<file path="src/include/pdl_defines.svh">
// Offsets, field positions, reset values and rule summary for the port data and lock block
// Function
// - Input word returns sampled pin levels in bits 15:0; writes ignored.
// - Sixteen-bit output latch, read/write, resets to zero, drives pin levels.
// - A one in set/clear bits 15:0 sets that latch bit; zero leaves it.
// - A one in set/clear bits 31:16 clears that latch bit; zero leaves it.
// - Set and clear together on one pin: set wins.
// - Set/clear register always reads as zero.
// - Any out-of-order or wrong-valued key write abandons arming.
// - After a good sequence key reads one and config stays frozen until reset.
// - Pin mask bits are writable only while the key bit is zero.
// - Pins marked in the mask get their configuration fields frozen when armed.
// - Key bit is readable anytime and changes only through the key sequence.
// - Mask bit zero leaves pin unlocked, one selects it; all clear on reset.
// - Clear-only register clears latch bits written one and reads as zero.
`ifndef PDL_DEFINES_SVH
`define PDL_DEFINES_SVH
`define PDL_OFS_INPUT    8'h10
`define PDL_OFS_LATCH    8'h14
`define PDL_OFS_SETCLR   8'h18
`define PDL_OFS_LOCK     8'h1C
`define PDL_OFS_CLRONLY  8'h28
`define PDL_PIN_W        16
`define PDL_KEY_BIT      16
`define PDL_CLR_LSB      16
`define PDL_CLR_MSB      31
`define PDL_LATCH_RST    16'h0000
`define PDL_MASK_RST     16'h0000
`define PDL_WORD_ZERO    32'h0000_0000
`endif

</file>
<file path="src/include/pdl_pkg.sv">
// Types shared by the port data and lock block
package pdl_pkg;
    typedef enum logic [1:0] {
        PDL_LK_IDLE,
        PDL_LK_FIRST,
        PDL_LK_SECOND,
        PDL_LK_ARMED
    } pdl_lock_state_t;
endpackage

</file>
<file path="src/rtl/pdl_lock_seq.sv">
// Lock key sequencer with per-pin freeze mask
`timescale 1ns/1ps
`default_nettype none
`include "pdl_defines.svh"
module pdl_lock_seq #(
    parameter int PIN_W = `PDL_PIN_W
) (
    input  wire logic             clk_in,
    input  wire logic             rst_in,
    input  wire logic             ce_in,
    input  wire logic             wr_in,
    input  wire logic             key_wr_in,
    input  wire logic [PIN_W-1:0] mask_wr_in,
    output logic                  key_out,
    output logic [PIN_W-1:0]      mask_out,
    output logic [PIN_W-1:0]      freeze_out
);
    pdl_pkg::pdl_lock_state_t state;
    pdl_pkg::pdl_lock_state_t next_state;
    logic                     same_mask;

    // After the first key write, only a write carrying the captured mask may advance the key
    assign same_mask = (mask_wr_in == mask_out);

    // Key sequence: one, zero, one, all with the same mask
    always_comb begin
        next_state = state;
        if (wr_in) begin
            unique case (state)
                pdl_pkg::PDL_LK_IDLE:
                    next_state = key_wr_in ? pdl_pkg::PDL_LK_FIRST : pdl_pkg::PDL_LK_IDLE;
                pdl_pkg::PDL_LK_FIRST: begin
                    if (!key_wr_in && same_mask) begin
                        next_state = pdl_pkg::PDL_LK_SECOND;
                    end else begin
                        next_state = key_wr_in ? pdl_pkg::PDL_LK_FIRST : pdl_pkg::PDL_LK_IDLE;
                    end
                end
                pdl_pkg::PDL_LK_SECOND: begin
                    if (key_wr_in && same_mask) begin
                        next_state = pdl_pkg::PDL_LK_ARMED;
                    end else begin
                        next_state = key_wr_in ? pdl_pkg::PDL_LK_FIRST : pdl_pkg::PDL_LK_IDLE;
                    end
                end
                pdl_pkg::PDL_LK_ARMED:
                    next_state = pdl_pkg::PDL_LK_ARMED;
            endcase
        end
    end

    // Armed is left only by reset
    always_ff @(posedge clk_in) begin
        if (rst_in) begin
            state <= pdl_pkg::PDL_LK_IDLE;
        end else if (ce_in) begin
            state <= next_state;
        end
    end

    // Mask follows each write until armed
    always_ff @(posedge clk_in) begin
        if (rst_in) begin
            mask_out <= `PDL_MASK_RST;
        end else if (ce_in && wr_in && state != pdl_pkg::PDL_LK_ARMED) begin
            mask_out <= mask_wr_in;
        end
    end

    assign key_out    = (state == pdl_pkg::PDL_LK_ARMED);
    assign freeze_out = key_out ? mask_out : `PDL_MASK_RST;
endmodule
`default_nettype wire

</file>
<file path="src/rtl/pdl_port.sv">
// Port data, atomic set/clear and configuration lock for one 16-pin port
//
// The address-and-strobe port was decided locally.
`timescale 1ns/1ps
`default_nettype none
`include "pdl_defines.svh"
module pdl_port #(
    parameter int PIN_W  = `PDL_PIN_W,
    parameter int ADDR_W = 8
) (
    input  wire logic              MCLK_IN,
    input  wire logic              RESET_IN,
    input  wire logic              CLK_EN_IN,
    input  wire logic [ADDR_W-1:0] ADDR_IN,
    input  wire logic [31:0]       WDATA_IN,
    input  wire logic              WR_IN,
    input  wire logic              RD_IN,
    output logic      [31:0]       RDATA_OUT,
    input  wire logic [PIN_W-1:0]  PIN_LEVEL_IN,
    output logic      [PIN_W-1:0]  OUT_LATCH_OUT,
    output logic      [PIN_W-1:0]  PIN_FREEZE_OUT,
    output logic                   LOCK_KEY_OUT
);
    logic [PIN_W-1:0] pin_level;
    logic [PIN_W-1:0] out_latch;
    logic [PIN_W-1:0] next_out_latch;
    logic [PIN_W-1:0] set_pin_bit;
    logic [PIN_W-1:0] clear_pin_bit;
    logic [PIN_W-1:0] lock_mask;
    logic             lock_key_bit;
    logic             wr_latch;
    logic             wr_setclr;
    logic             wr_lock;
    logic             wr_clronly;
    logic [31:0]      next_rdata;

    // Address match, used for every register strobe
    function automatic logic hit(
        input logic [ADDR_W-1:0] addr,
        input logic [7:0]        ofs
    );
        hit = (addr == ADDR_W'(ofs));
    endfunction

    // Write strobes per register
    assign wr_latch   = WR_IN && hit(ADDR_IN, `PDL_OFS_LATCH);
    assign wr_setclr  = WR_IN && hit(ADDR_IN, `PDL_OFS_SETCLR);
    assign wr_lock    = WR_IN && hit(ADDR_IN, `PDL_OFS_LOCK);
    assign wr_clronly = WR_IN && hit(ADDR_IN, `PDL_OFS_CLRONLY);

    // Input word sampled every enabled cycle; writes never reach it
    always_ff @(posedge MCLK_IN) begin
        if (RESET_IN) begin
            pin_level <= `PDL_LATCH_RST;
        end else if (CLK_EN_IN) begin
            pin_level <= PIN_LEVEL_IN;
        end
    end

    // Set and clear masks from the atomic registers
    always_comb begin
        set_pin_bit   = '0;
        clear_pin_bit = '0;
        if (wr_setclr) begin
            set_pin_bit   = WDATA_IN[PIN_W-1:0];
            clear_pin_bit = WDATA_IN[`PDL_CLR_MSB:`PDL_CLR_LSB];
        end else if (wr_clronly) begin
            clear_pin_bit = WDATA_IN[PIN_W-1:0];
        end
    end

    // Per-pin next latch value; set is tested before clear so it wins
    genvar g;
    generate
        for (g = 0; g < PIN_W; g++) begin : g_pin
            always_comb begin
                if (wr_latch) begin
                    next_out_latch[g] = WDATA_IN[g];
                end else if (set_pin_bit[g]) begin
                    next_out_latch[g] = 1'b1;
                end else if (clear_pin_bit[g]) begin
                    next_out_latch[g] = 1'b0;
                end else begin
                    next_out_latch[g] = out_latch[g];
                end
            end
        end
    endgenerate

    // Output latch; upper write bits are dropped
    always_ff @(posedge MCLK_IN) begin
        if (RESET_IN) begin
            out_latch <= `PDL_LATCH_RST;
        end else if (CLK_EN_IN) begin
            out_latch <= next_out_latch;
        end
    end

    assign OUT_LATCH_OUT = out_latch;

    // Lock key sequencer; the plain port carries whole words only
    pdl_lock_seq #(
        .PIN_W (PIN_W)
    ) i_pdl_lock_seq (
        .clk_in     (MCLK_IN),
        .rst_in     (RESET_IN),
        .ce_in      (CLK_EN_IN),
        .wr_in      (wr_lock),
        .key_wr_in  (WDATA_IN[`PDL_KEY_BIT]),
        .mask_wr_in (WDATA_IN[PIN_W-1:0]),
        .key_out    (lock_key_bit),
        .mask_out   (lock_mask),
        .freeze_out (PIN_FREEZE_OUT)
    );

    assign LOCK_KEY_OUT = lock_key_bit;

    // Read mux; atomic registers and holes read zero
    always_comb begin
        next_rdata = `PDL_WORD_ZERO;
        if (RD_IN) begin
            if (hit(ADDR_IN, `PDL_OFS_INPUT)) begin
                next_rdata[PIN_W-1:0] = pin_level;
            end else if (hit(ADDR_IN, `PDL_OFS_LATCH)) begin
                next_rdata[PIN_W-1:0] = out_latch;
            end else if (hit(ADDR_IN, `PDL_OFS_LOCK)) begin
                next_rdata[`PDL_KEY_BIT] = lock_key_bit;
                next_rdata[PIN_W-1:0]    = lock_mask;
            end
        end
    end

    // Read data stands for the enabled cycle after the strobe and holds while the clock enable is low
    always_ff @(posedge MCLK_IN) begin
        if (RESET_IN) begin
            RDATA_OUT <= `PDL_WORD_ZERO;
        end else if (CLK_EN_IN) begin
            RDATA_OUT <= next_rdata;
        end
    end
endmodule
`default_nettype wire

</file>
<file path="config.mk">
export PLATFORM = sky130hd
export DESIGN_NAME = pdl_port
export DESIGN_NICKNAME = d
export VERILOG_FILES = /design/src/include/pdl_pkg.sv /design/src/rtl/pdl_lock_seq.sv /design/src/rtl/pdl_port.sv
export VERILOG_INCLUDE_DIRS = /design/src /design/src/include
export SDC_FILE = /design/constraint.sdc
export NUM_CORES = 1
export LEC_CHECK = 0
export BUFFER_PORTS_ARGS = -buffer_cell sky130_fd_sc_hd__buf_2
export CORE_ASPECT_RATIO = 0.5
export CORE_UTILIZATION = 50
export DETAILED_ROUTE_END_ITERATION = 16
export GPL_TIMING_DRIVEN = 0
export HOLD_SLACK_MARGIN = 0.02
export PLACE_DENSITY = 0.91
export SLEW_MARGIN = 15
export SYNTH_ARGS = -nofsm -noshare
export SYNTH_HDL_FRONTEND = slang
export SYNTH_SLANG_ARGS = --single-unit
</file>
<file path="constraint.sdc">
create_clock -name MCLK_IN -period 4.3 [get_ports MCLK_IN]
set_input_delay 0.43 -clock MCLK_IN [delete_from_list [all_inputs] [get_ports MCLK_IN]]
set_output_delay 0.43 -clock MCLK_IN [all_outputs]
set_load 0.01 [all_outputs]
</file>
==> impl_metrics.env <==
export IMPL_antenna_found_initial=0
export IMPL_fp_dieH_um=61.7
export IMPL_drtAntennaViolNets=0
export IMPL_netlist_instances=431
export IMPL_areaGrowthSynthToFinish_pct=28.1
export IMPL_clkLatencyLatePin_ns=0.33
export IMPL_finalWirelength_um=10800
export IMPL_p_leak_nw=2.32
export IMPL_seq_area_frac_synth=0.376
export IMPL_nets=627
export IMPL_min_period_over_period=0.514
export IMPL_final_seq_area_um2=1340
export IMPL_vdd_ir_drop_worst_v=0.000184
export IMPL_postSynthAreaPerCell_um2=8.27
export IMPL_clk_root_buffer_cell="sky130_fd_sc_hd__clkbuf_16"
export IMPL_drt_pre_antenna_iters=6
export IMPL_setup_worst_path_end_class="primary output"
export IMPL_synth_cell_type_count=34
export IMPL_synth_ff_latch_count=67
export IMPL_cts_root_to_sink_buffers=2
export IMPL_top_post_synthesis_cells_by_area="sky130_fd_sc_hd__dfxtp_1 38%, sky130_fd_sc_hd__mux2i_1 9.3%, sky130_fd_sc_hd__mux2_2 5.4%"
export IMPL_cp_data_required_time_ns=3.87
export IMPL_power_per_cell_area_nw_per_um2=326
export IMPL_dr_wl_met2_um=5040
export IMPL_h_tree_depth=3
export IMPL_cts_inserted_buffers=9
export IMPL_worst_slew_pin_slew_ns=0.744
export IMPL_num_fill_cells=544
export IMPL_timing_max_cap_violations=0
export IMPL_ys_dominant_reg_cell="sky130_fd_sc_hd__dfxtp_1"
export IMPL_met3RoutedLength_um=1020
export IMPL_edff_count_synth=0
export IMPL_crit_fanout=10
export IMPL_cts_tree="built"
export IMPL_timing_final_hold_violations=0
export IMPL_ys_top_cells_by_count="67 x sky130_fd_sc_hd__dfxtp_1, 36 x sky130_fd_sc_hd__nand2_1, 36 x sky130_fd_sc_hd__nor2_1"
export IMPL_cts_post_setup_buffers_inserted=0
export IMPL_initial_utilization=0.526
export IMPL_detail_route_wl_per_cell_um=16.3
export IMPL_drtIter0Drc=395
export IMPL_post_synth_top_count_cell="sky130_fd_sc_hd__dfxtp_1"
export IMPL_finalWorstPathRequiredPeriod_ns=2.21
export IMPL_wirelength_met1_um=4540
export IMPL_place_gp_congestion=0.942
export IMPL_ff2ff_path_depth=6
export IMPL_dp_hpwl_um=7730
export IMPL_ctsResizeCount=0
export IMPL_layout_drive_gt1_share=0.296
export IMPL_netlist_area_leader_share=0.376
export IMPL_floorplan_io_pins=126
export IMPL_timing_hold_worst_class="input pin to flop"
export IMPL_p_total_mw=1.49
export IMPL_critical_path_arrival_ns=1.78
export IMPL_globalRoute_totalOverflow=0
export IMPL_vias=3659
export IMPL_netlist_area_um2=3560
export IMPL_placementRows=21
export IMPL_fp_dieW_um=121
export IMPL_ys_warnings_count=0
export IMPL_unrepaired_setup_endpoints_after_global_routing="false"
export IMPL_run_status="finished clean"
export IMPL_final_max_slew_violation_count=0
export IMPL_top_layer_used="met4"
export IMPL_pre_cts_setup_slack_ns=1.98
export IMPL_cts_num_sinks=67
export IMPL_criticalPathCategory="flop to primary output"
export IMPL_start_kind="flop"
export IMPL_grt_start_max_net_pins=12
export IMPL_grt_first_pass_wirelength_um=15900
export IMPL_synth_async_reset_ratio=0
export IMPL_post_synthesis_cell_type_with_the_largest_combined_area="sky130_fd_sc_hd__dfxtp_1"
export IMPL_register_clock_pin_slew_on_the_reported_worst_setup_and_hold_paths_ns=0.05
export IMPL_clock_skew_ns=0.00508
export IMPL_hold_path_cell_count=3
export IMPL_design_die_area_um2=7490
export IMPL_port_buffers=110
export IMPL_globalRouteTotalUtil=0.284
export IMPL_antenna_cells=0
export IMPL_timing_final_setup_violations=0
export IMPL_vias_in_the_first_global_route=3155
export IMPL_multi_input_area_um2=1940
export IMPL_setup_tns_final_ns=0
export IMPL_achievable_frequency_ghz=0.453
export IMPL_relSlewSlack=0.504
export IMPL_via_per_inst=5.53
export IMPL_cts_hold_buffers_added=0
export IMPL_setup_slack_ns=2.09
export IMPL_drcViolationCount=0
export IMPL_placeableCoreArea_um2=6780
==> per-stage QoR <==
stage / area, µm² / std cells / hold WS, ns / utilization
2_1_floorplan: 3620 / 445 / 0.462 / -
3_3_place_gp: 4280 / 647 / 0.454 / 0.632
3_5_place_dp: 4280 / 647 / 0.463 / 0.632
4_1_cts: 4570 / 662 / 0.337 / 0.674
5_1_grt: 4570 / 662 / 0.349 / 0.674
6_report: 4570 / 662 / 0.340 / 0.674
==> critical path, stage by stage (launching register included) <==
cell                       delay (ns)
sky130_fd_sc_hd__dfxtp_1         0.32
sky130_fd_sc_hd__clkbuf_1        0.39
sky130_fd_sc_hd__clkbuf_1        0.36
sky130_fd_sc_hd__and3_1          0.24
sky130_fd_sc_hd__buf_2           0.14
==> power by group <==
group / leakage [nW] / internal, mW / switching (mW)
logic: 1.64 / 0.0572 / 0.0890
registers: 0.543 / 0.630 / 0.00569
clock network: 0.134 / 0.443 / 0.262
total: 2.32 / 1.13 / 0.357
==> routing by layer <==
| metal | vias up | track usage |
|---|---|---|
| met4 | 0 | 0.0935 |
| met2 | 195 | 0.484 |
| li1 | 1744 | - |
| met5 | - | 0 |
| met1 | 1698 | 0.358 |
| met3 | 22 | 0.0803 |
==> cell type report <==
cell class                 count  share of cell area
multi-input combinational    311               0.425
sequential                    67               0.294
timing repair buffer         110               0.121
buffer                        49              0.0584
clock buffer                  10              0.0501
tap                           92              0.0252
inverter                      18              0.0148
clock inverter                 5              0.0121
==> layout by cell type (no fill, tap or decap), drive strengths merged, types with 15 or more instances in the layout <==
cell / count
xor2: 16
o22ai: 16
a22o: 16
o21ai: 18
mux2i: 33
clkbuf: 31
nor2: 36
and3: 20
buf: 138
inv: 18
nand2: 36
nand3: 32
mux2: 17
conb: 15
a21oi: 17
nor3: 19
dfxtp: 67
==> registers in the layout, indices dropped and copies added (netlist names) <==
| signal | cells |
|---|---|
| RDATA_OUT | 17 |
| OUT_LATCH_OUT | 16 |
| i_pdl_lock_seq.mask_out | 16 |
| i_pdl_lock_seq.state | 2 |
| pin_level | 16 |
==> cells by family after synthesis <==
family / Yosys count / synth area share
simple gates: 157 / 0.213
compound gates: 72 / 0.128
flops: 67 / 0.376
buf+inv: 67 / 0.0937
mux: 50 / 0.146
xor+xnor: 17 / 0.0418
other cells: 1 / 0.00105
==> worst paths after layout <==
check | from | to | slack (ns)
worst min register to register | OUT_LATCH_OUT[5] | OUT_LATCH_OUT[5] | 0.47
worst min-delay path | PIN_LEVEL_IN[9] | pin_level[9] | 0.34
worst max-delay path | i_pdl_lock_seq.state[1] | PIN_FREEZE_OUT[14] | 2.09
worst max register to register | i_pdl_lock_seq.state[0] | i_pdl_lock_seq.mask_out[9] | 2.53
(Power assumes the default switching activity.)
